`config.mk`:
```
export PLATFORM = sky130hd
export DESIGN_NAME = pei_top
export DESIGN_NICKNAME = d
export VERILOG_FILES = /design/src/pei_pkg.sv /design/src/pei_top.sv /design/src/pei_sync.sv /design/src/pei_filter.sv
export SDC_FILE = /design/constraint.sdc
export NUM_CORES = 1
export LEC_CHECK = 0
export BUFFER_PORTS_ARGS = -buffer_cell sky130_fd_sc_hd__buf_4
export CORE_UTILIZATION = 60
export CTS_BUF_LIST = sky130_fd_sc_hd__clkbuf_4
export CTS_CLUSTER_SIZE = 25
export DETAILED_ROUTE_END_ITERATION = 10
export PLACE_DENSITY_LB_ADDON = 0.1
export SLEW_MARGIN = 10
export SYNTH_ARGS = -nofsm -noshare
export SYNTH_HDL_FRONTEND = slang
export SYNTH_HIERARCHICAL = 1
export SYNTH_SLANG_ARGS = --single-unit
```
`constraint.sdc`:
```
create_clock -name clk -period 5.07 [get_ports clk]
set_input_delay 1.014 -clock clk [delete_from_list [all_inputs] [get_ports clk]]
set_output_delay 1.014 -clock clk [all_outputs]
set_load 0.005 [all_outputs]
```
`src/pei_pkg.sv`:
```
package pei_pkg;

  // ----------------------------------------------------------------
  // timing
  // ----------------------------------------------------------------
  localparam int unsigned CLK_HZ = 10_000_000;
  localparam int unsigned CLK_NS = 1_000_000_000 / CLK_HZ;
  localparam int unsigned DEBOUNCE_MS = 16;
  localparam int unsigned DEBOUNCE_CYC = DEBOUNCE_MS * (CLK_HZ / 1000);
  localparam int unsigned WAKE_MIN_US = 150;
  localparam int unsigned WAKE_MIN_CYC = WAKE_MIN_US * (CLK_HZ / 1_000_000);
  localparam int unsigned HOST_RST_MIN_MS = 5;
  localparam int unsigned HOST_RST_MAX_MS = 6;
  // hold reset at the minimum; exact at this clock, still below the maximum
  localparam int unsigned HOST_RST_CYC = HOST_RST_MIN_MS * (CLK_HZ / 1000);
  localparam int unsigned TRIP_GLITCH_NS = 25;
  localparam int unsigned TRIP_GLITCH_CYC =
    (TRIP_GLITCH_NS + CLK_NS - 1) / CLK_NS;
  localparam int unsigned TRIP_MAX_NS = 1000;
  localparam int unsigned OVERRIDE_DEFAULT_S = 4;
  localparam int unsigned OVERRIDE_LATENCY_MS = 1300;
  localparam int unsigned SEC_CYC = CLK_HZ;
  localparam int unsigned CNT_W = 32;

  // ----------------------------------------------------------------
  // configuration fields and reset values
  // ----------------------------------------------------------------
  localparam int unsigned OVR_SEL_W = 3;
  localparam logic [2:0] OVR_SEL_RST = 3'h0; // 0 -> four seconds
  localparam int unsigned RST_CTRL_FULL_BIT = 3;
  localparam logic DB_SEL_RST = 1'b0;
  localparam logic TRIP_VALID_RST = 1'b0;

  typedef struct packed {
    logic button_debounce_select;
    logic [2:0] override_period_select;
    logic trip_valid_point;
    logic [7:0] reset_control;
    logic holdoff_enable;
  } pei_cfg_t;

  typedef struct packed {
    logic sleep_s3_n;
    logic sleep_s4_n;
    logic sleep_s5_n;
  } pei_sleep_t;

  typedef enum logic [1:0]
  {
    PEI_RB_IDLE = 2'b00,
    PEI_RB_PULSE = 2'b01,
    PEI_RB_BLOCK = 2'b10
  } pei_rb_state_t;

  // override period in seconds per select code
  function automatic logic [3:0] pei_ovr_seconds(input logic [2:0] sel);
    case (sel)
      3'h1: pei_ovr_seconds = 4'h6;
      3'h2: pei_ovr_seconds = 4'h8;
      3'h3: pei_ovr_seconds = 4'ha;
      3'h4: pei_ovr_seconds = 4'hc;
      3'h5: pei_ovr_seconds = 4'he;
      default: pei_ovr_seconds = 4'h4;
    endcase
  endfunction

endpackage

```
`src/pei_top.sv`:
```
`timescale 1ns/100ps
// Operation
// long debounced press forces soft-off, deep sleep
// override acts in any state, no handshake
// override period configurable, default four seconds
// soft-off may start after extra latency
// debounce select zero adds 16 ms
// level status after or before debounce
// platform holds button released 500 us
// wake needs press of 150 us
// falling wake edge raises event, rising none
// internal wake request sets wake status
// reset button detection starts host reset
// host reset held 5 to 6 ms
// rearm after release, S0, platform reset off
// control bit 3 selects full power cycle
// reset button only acts with power ok
// thermal trip drops sleep outputs, sets status
// trip low glitches under 25 ns ignored
// trip monitoring window by valid point
// thermal trip clears button event status
// holdoff delays resume after sleep exit
// holdoff ignored outside entry with sleep asserted
// no flash access while sleep or holdoff
// override counter restarts on early release
// controller watches flash select 5 ms
module pei_top #(
  parameter int unsigned DEBOUNCE_CYCLES = pei_pkg::DEBOUNCE_CYC,
  parameter int unsigned HOST_RST_CYCLES = pei_pkg::HOST_RST_CYC,
  parameter int unsigned SEC_CYCLES = pei_pkg::SEC_CYC,
  parameter int unsigned WAKE_CYCLES = pei_pkg::WAKE_MIN_CYC
) (
  input wire logic clk,
  input wire logic rst,
  input wire logic power_button_n,
  input wire logic reset_button_n,
  input wire logic thermal_trip_n,
  input wire logic pci_wake_n,
  input wire logic internal_wake_req,
  input wire logic platform_reset_n,
  input wire logic processor_power_good,
  input wire logic hub_power_ok,
  input wire logic resume_holdoff_n,
  input wire logic sleep_always_on_n,
  input wire logic in_s0,
  input wire logic sx_entry,
  input wire logic deep_sleep_ok,
  input wire pei_pkg::pei_cfg_t cfg,
  input wire logic button_event_set,
  input wire logic button_event_clear,
  input wire logic wake_status_clear,
  input wire logic trip_status_clear,
  output logic button_level_status,
  output logic button_event_status,
  output logic button_wake,
  output logic internal_wake_status,
  output logic pci_wake_event,
  output logic override_soft_off,
  output logic override_deep_sleep,
  output logic host_reset,
  output logic full_power_cycle,
  output pei_pkg::pei_sleep_t sleep_out,
  output logic prior_trip_status,
  output logic resume_hold,
  output logic flash_block
);

  // ----------------------------------------------------------------
  // pin synchronisers
  // ----------------------------------------------------------------
  logic [6:0] pins_s;

  pei_sync #(.W(7), .RST_VAL(7'h7f)) u_sync (
    .clk(clk),
    .rst(rst),
    .d({power_button_n, reset_button_n, thermal_trip_n, pci_wake_n,
        platform_reset_n, resume_holdoff_n, sleep_always_on_n}),
    .q(pins_s)
  );

  logic pb_raw_n;
  logic rb_raw_n;
  logic tt_raw_n;
  logic pw_n;
  logic prst_n;
  logic hold_n;
  logic slpa_n;
  assign {pb_raw_n, rb_raw_n, tt_raw_n, pw_n, prst_n, hold_n, slpa_n} = pins_s;

  logic ppg_s;
  logic pok_s;

  pei_sync #(.W(2), .RST_VAL(2'h0)) u_sync_pg (
    .clk(clk),
    .rst(rst),
    .d({processor_power_good, hub_power_ok}),
    .q({ppg_s, pok_s})
  );

  // ----------------------------------------------------------------
  // debounce
  // ----------------------------------------------------------------
  logic pb_db_n;
  logic rb_db_n;
  logic tt_flt_n;

  pei_filter #(.LEN(DEBOUNCE_CYCLES), .RST_VAL(1'b1)) u_pb_db (
    .clk(clk),
    .rst(rst),
    .d(pb_raw_n),
    .q(pb_db_n)
  );

  pei_filter #(.LEN(DEBOUNCE_CYCLES), .RST_VAL(1'b1)) u_rb_db (
    .clk(clk),
    .rst(rst),
    .d(rb_raw_n),
    .q(rb_db_n)
  );

  // one sample more than a short glitch can ever straddle
  pei_filter #(.LEN(pei_pkg::TRIP_GLITCH_CYC + 1), .RST_VAL(1'b1)) u_tt_flt (
    .clk(clk),
    .rst(rst),
    .d(tt_raw_n),
    .q(tt_flt_n)
  );

  // debounce select 1 bypasses the 16 ms filter
  logic pb_use_n;
  assign pb_use_n = cfg.button_debounce_select ? pb_raw_n : pb_db_n;
  logic rb_use_n;
  assign rb_use_n = cfg.button_debounce_select ? rb_raw_n : rb_db_n;

  // ----------------------------------------------------------------
  // button level and wake
  // ----------------------------------------------------------------
  always_ff @(posedge clk or posedge rst)
  begin
    if (rst)
      button_level_status <= 1'b0;
    else
      button_level_status <= ~pb_use_n;
  end

  // short presses never count as a wake
  logic [31:0] wake_cnt_r;

  always_ff @(posedge clk or posedge rst)
  begin
    if (rst)
    begin
      wake_cnt_r <= 32'h0;
      button_wake <= 1'b0;
    end
    else
    begin
      button_wake <= 1'b0;
      if (pb_use_n)
        wake_cnt_r <= 32'h0;
      else if (wake_cnt_r + 32'h1 == WAKE_CYCLES)
      begin
        wake_cnt_r <= wake_cnt_r + 32'h1;
        button_wake <= 1'b1;
      end
      else if (wake_cnt_r < WAKE_CYCLES)
        wake_cnt_r <= wake_cnt_r + 32'h1;
    end
  end

  logic trip_event;

  always_ff @(posedge clk or posedge rst)
  begin
    if (rst)
      button_event_status <= 1'b0;
    else if (trip_event)
      button_event_status <= 1'b0;
    else if (button_event_set || button_wake)
      button_event_status <= 1'b1;
    else if (button_event_clear)
      button_event_status <= 1'b0;
  end

  // ----------------------------------------------------------------
  // power button override
  // ----------------------------------------------------------------
  logic [31:0] ovr_cnt_r;
  logic [3:0] ovr_sec_r;
  logic [3:0] ovr_target;
  assign ovr_target = pei_pkg::pei_ovr_seconds(cfg.override_period_select);

  // no power-ok or processor term: override must work on a hung system
  always_ff @(posedge clk or posedge rst)
  begin
    if (rst)
    begin
      ovr_cnt_r <= 32'h0;
      ovr_sec_r <= 4'h0;
      override_soft_off <= 1'b0;
      override_deep_sleep <= 1'b0;
    end
    else if (pb_db_n)
    begin
      ovr_cnt_r <= 32'h0;
      ovr_sec_r <= 4'h0;
      override_soft_off <= 1'b0;
      override_deep_sleep <= 1'b0;
    end
    else if (ovr_sec_r >= ovr_target)
    begin
      // soft-off asserted without added latency, well inside the allowance
      override_soft_off <= 1'b1;
      override_deep_sleep <= deep_sleep_ok;
    end
    else if (ovr_cnt_r + 32'h1 >= SEC_CYCLES)
    begin
      ovr_cnt_r <= 32'h0;
      ovr_sec_r <= ovr_sec_r + 4'h1;
    end
    else
      ovr_cnt_r <= ovr_cnt_r + 32'h1;
  end

  // ----------------------------------------------------------------
  // wake events
  // ----------------------------------------------------------------
  logic pw_d_r;

  always_ff @(posedge clk or posedge rst)
  begin
    if (rst)
    begin
      pw_d_r <= 1'b1;
      pci_wake_event <= 1'b0;
    end
    else
    begin
      pw_d_r <= pw_n;
      pci_wake_event <= pw_d_r & ~pw_n | internal_wake_req;
    end
  end

  always_ff @(posedge clk or posedge rst)
  begin
    if (rst)
      internal_wake_status <= 1'b0;
    else if (internal_wake_req)
      internal_wake_status <= 1'b1;
    else if (wake_status_clear)
      internal_wake_status <= 1'b0;
  end

  // ----------------------------------------------------------------
  // reset button
  // ----------------------------------------------------------------
  pei_pkg::pei_rb_state_t rb_state_r;
  logic [31:0] rb_cnt_r;
  logic rb_use_d_r;
  logic rb_fall;
  assign rb_fall = rb_use_d_r & ~rb_use_n;

  always_ff @(posedge clk or posedge rst)
  begin
    if (rst)
      rb_use_d_r <= 1'b1;
    else
      rb_use_d_r <= rb_use_n;
  end

  always_ff @(posedge clk or posedge rst)
  begin
    if (rst)
    begin
      rb_state_r <= pei_pkg::PEI_RB_IDLE;
      rb_cnt_r <= 32'h0;
      host_reset <= 1'b0;
      full_power_cycle <= 1'b0;
    end
    else
    begin
      unique case (rb_state_r)
        pei_pkg::PEI_RB_IDLE:
        begin
          if (rb_fall && pok_s)
          begin
            rb_state_r <= pei_pkg::PEI_RB_PULSE;
            rb_cnt_r <= 32'h0;
            host_reset <= 1'b1;
            full_power_cycle <= cfg.reset_control[pei_pkg::RST_CTRL_FULL_BIT];
          end
        end
        pei_pkg::PEI_RB_PULSE:
        begin
          if (rb_cnt_r + 32'h1 >= HOST_RST_CYCLES)
          begin
            rb_state_r <= pei_pkg::PEI_RB_BLOCK;
            host_reset <= 1'b0;
            full_power_cycle <= 1'b0;
          end
          else
            rb_cnt_r <= rb_cnt_r + 32'h1;
        end
        pei_pkg::PEI_RB_BLOCK:
        begin
          if (rb_db_n && in_s0 && prst_n)
            rb_state_r <= pei_pkg::PEI_RB_IDLE;
        end
        default:
          rb_state_r <= pei_pkg::PEI_RB_IDLE;
      endcase
    end
  end

  // ----------------------------------------------------------------
  // thermal trip
  // ----------------------------------------------------------------
  logic trip_mon_r;

  always_ff @(posedge clk or posedge rst)
  begin
    if (rst)
      trip_mon_r <= 1'b0;
    else if (!ppg_s)
      trip_mon_r <= 1'b0;
    else if (cfg.trip_valid_point ? ppg_s : prst_n)
      trip_mon_r <= 1'b1;
  end

  assign trip_event = trip_mon_r & ~tt_flt_n;

  // direct drive, no handshake: a hot die may not finish one
  always_ff @(posedge clk or posedge rst)
  begin
    if (rst)
      sleep_out <= '1;
    else if (trip_event)
      sleep_out <= '0;
    else if (override_soft_off)
      sleep_out <= '0;
    else if (in_s0)
      sleep_out <= '1;
  end

  always_ff @(posedge clk or posedge rst)
  begin
    if (rst)
      prior_trip_status <= 1'b0;
    else if (trip_event)
      prior_trip_status <= 1'b1;
    else if (trip_status_clear)
      prior_trip_status <= 1'b0;
  end

  // ----------------------------------------------------------------
  // resume holdoff and flash gating
  // ----------------------------------------------------------------
  logic hold_arm_r;

  always_ff @(posedge clk or posedge rst)
  begin
    if (rst)
      hold_arm_r <= 1'b0;
    else if (!cfg.holdoff_enable || in_s0)
      hold_arm_r <= 1'b0;
    else if (sx_entry && !slpa_n)
      hold_arm_r <= 1'b1;
  end

  always_ff @(posedge clk or posedge rst)
  begin
    if (rst)
    begin
      resume_hold <= 1'b0;
      flash_block <= 1'b1;
    end
    else
    begin
      resume_hold <= hold_arm_r & ~hold_n;
      flash_block <= ~slpa_n | (hold_arm_r & ~hold_n);
    end
  end

endmodule

```
`src/pei_sync.sv`:
```
`timescale 1ns/100ps
module pei_sync #(
  parameter int unsigned W = 1,
  parameter logic [W-1:0] RST_VAL = '0
) (
  input wire logic clk,
  input wire logic rst,
  input wire logic [W-1:0] d,
  output logic [W-1:0] q
);
  logic [W-1:0] meta_r;

  always_ff @(posedge clk or posedge rst)
  begin
    if (rst)
    begin
      meta_r <= RST_VAL;
      q <= RST_VAL;
    end
    else
    begin
      meta_r <= d;
      q <= meta_r;
    end
  end
endmodule

```
`src/pei_filter.sv`:
```
`timescale 1ns/100ps
// output follows input only after it has been stable for LEN cycles
module pei_filter #(
  parameter int unsigned LEN = 1,
  parameter logic RST_VAL = 1'b1
) (
  input wire logic clk,
  input wire logic rst,
  input wire logic d,
  output logic q
);
  logic [31:0] cnt_r;

  always_ff @(posedge clk or posedge rst)
  begin
    if (rst)
    begin
      cnt_r <= 32'h0;
      q <= RST_VAL;
    end
    else if (d == q)
    begin
      cnt_r <= 32'h0;
    end
    else if (cnt_r + 32'h1 >= LEN)
    begin
      cnt_r <= 32'h0;
      q <= d;
    end
    else
    begin
      cnt_r <= cnt_r + 32'h1;
    end
  end
endmodule

```
==> results of run 1 <==
[synth_stat cells (all sizes together), types with 5 or more instances]
library cell  number  share of area, %
o211ai            23               1.3
inv               51               1.5
a211o             11              0.73
a311o              6              0.46
nor3b             11              0.63
xnor2             26               1.7
a211oi             8              0.50
and3              55               2.6
a21o               9              0.52
o31a               7              0.47
nand2            118               3.4
and2              31               1.5
o31ai              9              0.55
nor2             109               3.1
o21a               5              0.29
o2111ai            8              0.53
dfrtp            215                41
nand4b             6              0.40
or2                9              0.43
buf               22               1.1
a2111oi            8              0.96
nand4             65               3.8
ha                13               1.2
or4               10              0.66
o21ai             42               1.6
a31oi             24               1.1
mux2              10              0.89
nand2b            10              0.48
o22ai             10              0.48
mux2i             14               1.1
clkbuf            43               1.2
a311oi             6              0.40
nor3              48               1.9
a41oi              6              0.40
and4              22               1.5
nor4b              5              0.33
xor2              31               2.1
a21oi             42               1.6
or3               24               1.2
nor4              37               2.2
nand3             96               3.9
nor2b             16              0.76
dfstp             21               4.2
[power by group through the flow]
| stage | sequential (mW) | combinational [mW] | clock [mW] |
|---|---|---|---|
| after floorplan | 2.02 | 0.152 | 0 |
| after global placement | 2.04 | 0.212 | 0 |
| after detailed placement | 2.04 | 0.218 | 0 |
| after CTS | 2.00 | 0.219 | 1.54 |
| after global routing | 2.01 | 0.247 | 1.64 |
| final | 2.00 | 0.216 | 1.49 |
[path summary, 6_finish.rpt]
kind / startpoint / to / cells past startpoint / slack, ps
max: rb_cnt_r[1] / rb_cnt_r[4] / 11 / 1050
min: rst / u_sync_pg/q[0] / 2 / 290
max reg2reg: rb_cnt_r[1] / rb_cnt_r[4] / 11 / 1050
min reg2reg: u_sync_pg/meta_r[0] / u_sync_pg/q[0] / 0 / 340
max in group asynchronous: rst / flash_block / 3 / 3580
min in group clk: u_sync_pg/meta_r[0] / u_sync_pg/q[0] / 0 / 340
[metal layers]
| metal | wire length [µm] | vias to the layer above | GRT usage (%) |
|---|---|---|---|
| li1 | - | 5363 | - |
| met1 | 13000 | 5274 | 36.3 |
| met2 | 13300 | 286 | 42.0 |
| met3 | 1600 | 51 | 4.97 |
| met4 | 574 | 0 | 7.93 |
| met5 | 0 | - | 0 |
[state kept, by name, summed over array words and instances (netlist names), 2 cells and up]
| signal | count |
|---|---|
| ovr_cnt_r | 32 |
| rb_cnt_r | 32 |
| u_pb_db/cnt_r | 32 |
| u_rb_db/cnt_r | 32 |
| u_tt_flt/cnt_r | 32 |
| wake_cnt_r | 32 |
| u_sync/meta_r | 7 |
| u_sync/q | 7 |
| ovr_sec_r | 4 |
| rb_state_r | 2 |
| u_sync_pg/meta_r | 2 |
| u_sync_pg/q | 2 |
[cell type report]
cell class / instances / area, µm² / share of cell area [%]
Multi-Input combinational cell: 1095 / 6900 / 47.7
Sequential cell: 236 / 5930 / 41.0
Clock buffer: 82 / 616 / 4.26
Timing Repair Buffer: 51 / 383 / 2.65
Tap cell: 275 / 344 / 2.38
Inverter: 52 / 198 / 1.37
Clock inverter: 23 / 90.1 / 0.623
Antenna cell: 2 / 5.00 / 0.0346
[critical path: cells and delay by family, from the launching register on]
kind	cells	cell delay, ps
flip-flops	1	410
adder cells (fa/ha/maj)	1	270
buffers and inverters	2	720
AO/OA/AOI/OAI	3	750
AND/OR/NAND/NOR	5	1760
[metrics by stage]
step / setup slack (ps) / std cells / power (mW) / hold WS, ps
after floorplan: 905 / 1448 / 2.17 / 331
after global placement: 1200 / 1709 / 2.25 / 334
after detailed placement: 1010 / 1709 / 2.26 / 336
after CTS: 986 / 1814 / 3.76 / 243
after global routing: 710 / 1816 / 3.90 / 266
final: 1050 / 1816 / 3.71 / 289
[kinds of logic (layout without fill, tap and decap cells)]
kind of cell,Yosys count,count (layout),synth area share (%)
adder cells (fa/ha/maj),13,13,1.24
buffers and inverters,117,208,3.83
flip-flops,236,236,45.2
XOR/XNOR,57,57,3.81
other,3,61,0.0859
AO/OA/AOI/OAI,255,255,14.1
AND/OR/NAND/NOR,687,687,29.8
multiplexers,24,24,1.96
==> impl_metrics.env, run 1 <==
export IMPL_postSynthCellCount=1392
export IMPL_drt_first_iter_violations=808
export IMPL_syn_cell_area_mm2=0.0131
export IMPL_clock_power_share_pct=40.1
export IMPL_grt_setup_unrepaired="false"
export IMPL_holdCritPathClass="in -> async"
export IMPL_cts_htree_levels=2
export IMPL_grt_pass1_vias=10307
export IMPL_cts_buffers=58
export IMPL_power_density_mw_per_mm2=256
export IMPL_core_mm2=0.0212
export IMPL_cts_repair_resized=0
export IMPL_critPathRequiredTime_ps=5640
export IMPL_final_common_cell="dfrtp_1"
export IMPL_wirelength_um=28500
export IMPL_synth_cell_type_count=85
export IMPL_first_pass_iters=5
export IMPL_setup_viol=0
export IMPL_synth_seq_cells=236
export IMPL_switching_share_pct=25.1
export IMPL_initial_utilization_pct=61.8
export IMPL_slew_viol_final=0
export IMPL_grt_use_total_pct=26.3
export IMPL_antenna_found_initial=1
export IMPL_combPwrFrac_pct=5.8
export IMPL_crit_type="reg -> reg"
export IMPL_crit_fanout=22
export IMPL_slowest_delay_ps=660
export IMPL_cts_max_path_buffers=3
export IMPL_cts_tree="built"
export IMPL_place_gp_congestion=0.905
export IMPL_place_area_mm2=0.0138
export IMPL_cts_hold_buf=0
export IMPL_vias=10974
export IMPL_layout_min_cycle_time_ps=4020
export IMPL_drt_wirelength_per_cell_um=15.7
export IMPL_synthArstFlopShare_pct=100
export IMPL_max_freq_mhz=249
export IMPL_finalCritPeriodShare_pct=79.4
export IMPL_irDropWorstVdd_mv=0.222
export IMPL_drive_above_1_share_pct=14.2
export IMPL_layout_common_cells="dfrtp_1 (215), nand2_1 (118), nor2_1 (107), nand3_1 (91), clkbuf_4 (82)"
export IMPL_synth_warnings=6
export IMPL_p_sw_uw=932
export IMPL_synthFlopType="dfrtp_1"
export IMPL_cts_root_buf="clkbuf_4"
export IMPL_slew_limit_headroom_pct=36.1
export IMPL_p_leak_nw=6.13
export IMPL_cts_sinks=236
export IMPL_grt_overflow=0
export IMPL_drc_errors=0
export IMPL_cap_violations=0
export IMPL_fin_area_mm2=0.0145
export IMPL_intPower_mw=2.78
export IMPL_status="completed"
export IMPL_dp_final_hpwl_um=19800
export IMPL_seq_power_share_pct=54.1
export IMPL_cts_setup_buffers=0
export IMPL_clk_latency_ps=670
export IMPL_io_buffers=40
export IMPL_final_util_pct=68.2
export IMPL_grt_max_degree=56
export IMPL_drtAntennaViolNets=0
export IMPL_path_clk_slew_ps=70
export IMPL_worst_path_max_delay_cell="nor3_1"
export IMPL_fp_dieArea_mm2=0.0225
export IMPL_final_nets=1540
export IMPL_vias_per_cell=6.04
export IMPL_critPathArrivalTime_ps=4590
export IMPL_grt_pass1_wl_um=48700
export IMPL_synth_edf_count=0
export IMPL_fp_dieW_um=150
export IMPL_fp_row_count=53
export IMPL_die_h_um=150
export IMPL_synthToLayoutAreaGrowth_pct=10.3
export IMPL_num_io_pins=48
export IMPL_worst_clock_skew_ps=52.4
export IMPL_worst_setup_path_end_kind="flip-flop"
export IMPL_yosysSeqAreaShare_pct=45.2
export IMPL_finalHoldViolations=0
export IMPL_worst_pin_slew_ps=958
export IMPL_path_cells="ha_1 > nand3_2 > nor3_1 > nand3_1 > nor3b_1 > o2111ai_1 > a2111oi_4 > buf_4 > nor2_2 > clkinv_1 > o211ai_1"
export IMPL_avgSynthCellArea_um2=9.42
export IMPL_fill_cells=1729
export IMPL_cp_start_kind="flip-flop"
export IMPL_setup_tns_ps=0
Note: power is estimated with default switching activity, not from simulation.
==> run 2: changes to the inputs <==
--- a/config.mk
+++ b/config.mk
@@ -5,6 +5,7 @@
 export SDC_FILE = /design/constraint.sdc
 export NUM_CORES = 1
 export LEC_CHECK = 0
+export ABC_AREA = 1
 export BUFFER_PORTS_ARGS = -buffer_cell sky130_fd_sc_hd__buf_4
 export CORE_UTILIZATION = 60
 export CTS_BUF_LIST = sky130_fd_sc_hd__clkbuf_4
==> constraint.sdc (replaced) <==
create_clock -name clk -period 3.78 [get_ports clk]
set_input_delay 0.756 -clock clk [delete_from_list [all_inputs] [get_ports clk]]
set_output_delay 0.756 -clock clk [all_outputs]
set_load 0.005 [all_outputs]
==> run 2 against run 1 <==
Via count up 29%. Worst setup slack worse by 16 ps. Clock skew up 0.58 ps. Synthesized cell count up 59%. Sequential power up 37%. Fmax up 46%. Global-route usage up 3.5 points. Die area up 15%. Sequential cell count unchanged. Area after synthesis up 15%.
==> impl_metrics.env, run 2 <==
export IMPL_final_util_pct=68.2
export IMPL_worst_clock_skew_ps=53.0
export IMPL_cts_tree="built"
export IMPL_setup_viol=0
export IMPL_synth_warnings=6
export IMPL_cts_root_buf="clkbuf_4"
export IMPL_final_nets=2407
export IMPL_cts_sinks=236
export IMPL_status="completed"
export IMPL_synth_cell_type_count=43
export IMPL_dp_final_hpwl_um=27700
export IMPL_synth_area_leaders="dfrtp_1 (36%), nand2_1 (19%), nor2_1 (9.4%)"
export IMPL_clk_latency_ps=670
export IMPL_grt_max_degree=120
export IMPL_holdCritPathClass="in -> async"
export IMPL_core_mm2=0.0245
export IMPL_cts_hold_buf=0
export IMPL_path_clk_slew_ps=60
export IMPL_cts_htree_levels=3
export IMPL_vias_per_cell=5.19
export IMPL_muxShareOfSynthArea_pct=0
export IMPL_wirelength_um=36600
export IMPL_ys_top_cells_by_count="nand2_1 (763), nor2_1 (379), inv_1 (251), dfrtp_1 (215), nand3_1 (156)"
export IMPL_drt_wirelength_per_cell_um=13.4
export IMPL_fin_cells=2731
export IMPL_dp_cells=2617
export IMPL_worst_pin_slew_ps=803
export IMPL_yosysSeqAreaShare_pct=39.3
export IMPL_cts_max_path_buffers=3
export IMPL_critPathRequiredTime_ps=4360
export IMPL_fp_dieW_um=161
export IMPL_drc_errors=0
export IMPL_synthArstFlopShare_pct=100
export IMPL_drt_first_iter_violations=1248
export IMPL_synth_edf_count=0
export IMPL_synth_adder_area_share_pct=1.08
export IMPL_worst_setup_path_end_kind="flip-flop"
export IMPL_fp_row_count=57
export IMPL_critPathArrivalTime_ps=3330
export IMPL_die_h_um=161
export IMPL_setup_tns_ps=0
export IMPL_synth_most_common_cell="nand2_1"
export IMPL_syn_cell_area_mm2=0.0151
export IMPL_cts_buffers=66
export IMPL_grt_pass1_wl_um=63000
export IMPL_vias=14177
export IMPL_cpMostUsedCell="nand2_1"
export IMPL_grt_pass1_vias=13605
export IMPL_cp_start_kind="flip-flop"
export IMPL_cts_repair_resized=0
export IMPL_first_pass_iters=7
export IMPL_regToRegSetupSlack_ps=1030
export IMPL_cap_violations=0
export IMPL_finalHoldViolations=0
export IMPL_hold_ws_ps=50.4
export IMPL_layout_common_cells="nand2_1 (763), nor2_1 (379), inv_1 (250), dfrtp_1 (215), nand3_1 (156)"
export IMPL_grt_setup_unrepaired="false"
export IMPL_grt_overflow=0
export IMPL_grt_use_total_pct=29.8
export IMPL_total_power_mw=5.54
export IMPL_synthFlopType="dfrtp_1"
export IMPL_synth_top_area_cell="dfrtp_1"
export IMPL_synth_seq_cells=236
export IMPL_fill_cells=2263
export IMPL_path_cells="ha_1 > nand2_1 > nor2_2 > nand2_2 > nor2_2 > nand2_1 > xor2_1 > nor2_1 > nand2_1 > nor2_1 > nand3_2 > nand3_2 > nand2_1 > nand2_1"
export IMPL_synth_simple_area_share_pct=44.8
export IMPL_layout_min_cycle_time_ps=2750
export IMPL_finalCritPeriodShare_pct=72.7
export IMPL_max_freq_mhz=364
export IMPL_ff_latch_area_mm2=0.00593
export IMPL_fp_dieArea_mm2=0.0258
export IMPL_io_buffers=40
export IMPL_slew_limit_headroom_pct=46.2
export IMPL_drive_above_1_share_pct=13.0
export IMPL_synthToLayoutAreaGrowth_pct=10.8
export IMPL_crit_fanout=16
export IMPL_synth_compound_area_share_pct=3.69
export IMPL_drtAntennaViolNets=0
export IMPL_postSynthCellCount=2211
export IMPL_final_common_cell="nand2_1"
export IMPL_crit_type="reg -> reg"
export IMPL_worst_slack_ps=1030
export IMPL_synth_top_cell_area_share_pct=35.6
export IMPL_slew_viol_final=0
export IMPL_multi_input_area_mm2=0.00826
export IMPL_cts_setup_buffers=0
export IMPL_p_leak_nw=7.65
export IMPL_num_io_pins=48
export IMPL_worst_path_max_delay_cell="dfrtp_1"
export IMPL_place_area_mm2=0.0160
export IMPL_power_density_mw_per_mm2=331
export IMPL_initial_utilization_pct=61.6
export IMPL_antenna_found_initial=2
export IMPL_synth_top_family_by_area="simple AND/OR/NAND/NOR gates"
export IMPL_fin_area_mm2=0.0167
export IMPL_slowest_delay_ps=450
export IMPL_avgSynthCellArea_um2=6.83
export IMPL_place_ws_ps=666
export IMPL_irDropWorstVdd_mv=0.283
export IMPL_yosys_area_share_xor_xnor_pct=3.65
export IMPL_place_gp_congestion=0.963
## run 2: changes by cell type after synthesis, moves of 31 or more
cell      previous run  this run
nand2_1            118       763
nor2_1             108       379
inv_1               51       251
nand3_1             91       156
nor2_2               1        60
and3_1              55         2
nor3_1              46        12
clkbuf_1            41        10
## run 2: layer usage
| metal | global-route usage [%] | up-vias | wire length, µm |
|---|---|---|---|
| met5 | 0 | - | 0 |
| met4 | 10.5 | 0 | 1080 |
| met3 | 4.42 | 97 | 2010 |
| met2 | 48.2 | 404 | 16700 |
| met1 | 40.8 | 6507 | 16800 |
| li1 | - | 7169 | - |
## run 2: critical path, delay by kind of cell (launching register included)
kind          cells  cell delay [ps]
simple gates     12             1800
xor+xnor          1              160
fa+ha+maj         1              240
flops             1              450
## run 2: cell type report
class | count | share of cell area [%]
Multi-Input combinational cell | 1752 | 49.3
Sequential cell | 236 | 35.4
Inverter | 255 | 5.74
Clock buffer | 94 | 4.21
Tap cell | 324 | 2.42
Timing Repair Buffer | 50 | 2.39
Clock inverter | 18 | 0.426
Antenna cell | 2 | 0.0299
## run 2: worst paths after layout
path | end | start | cells after the start
max reg2reg | wake_cnt_r[3] | wake_cnt_r[0] | 14
min in group clk | u_sync/meta_r[3] | pci_wake_n | 1
max | wake_cnt_r[3] | wake_cnt_r[0] | 14
max in group asynchronous | u_tt_flt/cnt_r[25] | rst | 3
min | u_sync_pg/q[1] | rst | 2
min reg2reg | u_sync/q[4] | u_sync/meta_r[4] | 0
## run 2: logic make-up after synthesis
| family | count (synthesis) |
|---|---|
| simple gates | 1527 |
| buf+inv | 279 |
| flops | 236 |
| compound gates | 90 |
| xor+xnor | 63 |
| fa+ha+maj | 13 |
| other cells | 3 |
## run 2: where the power goes
group	switching [mW]	internal, mW	total, mW
Clock	1.07	1.14	2.21
Sequential	0.105	2.64	2.74
Combinational	0.399	0.189	0.588
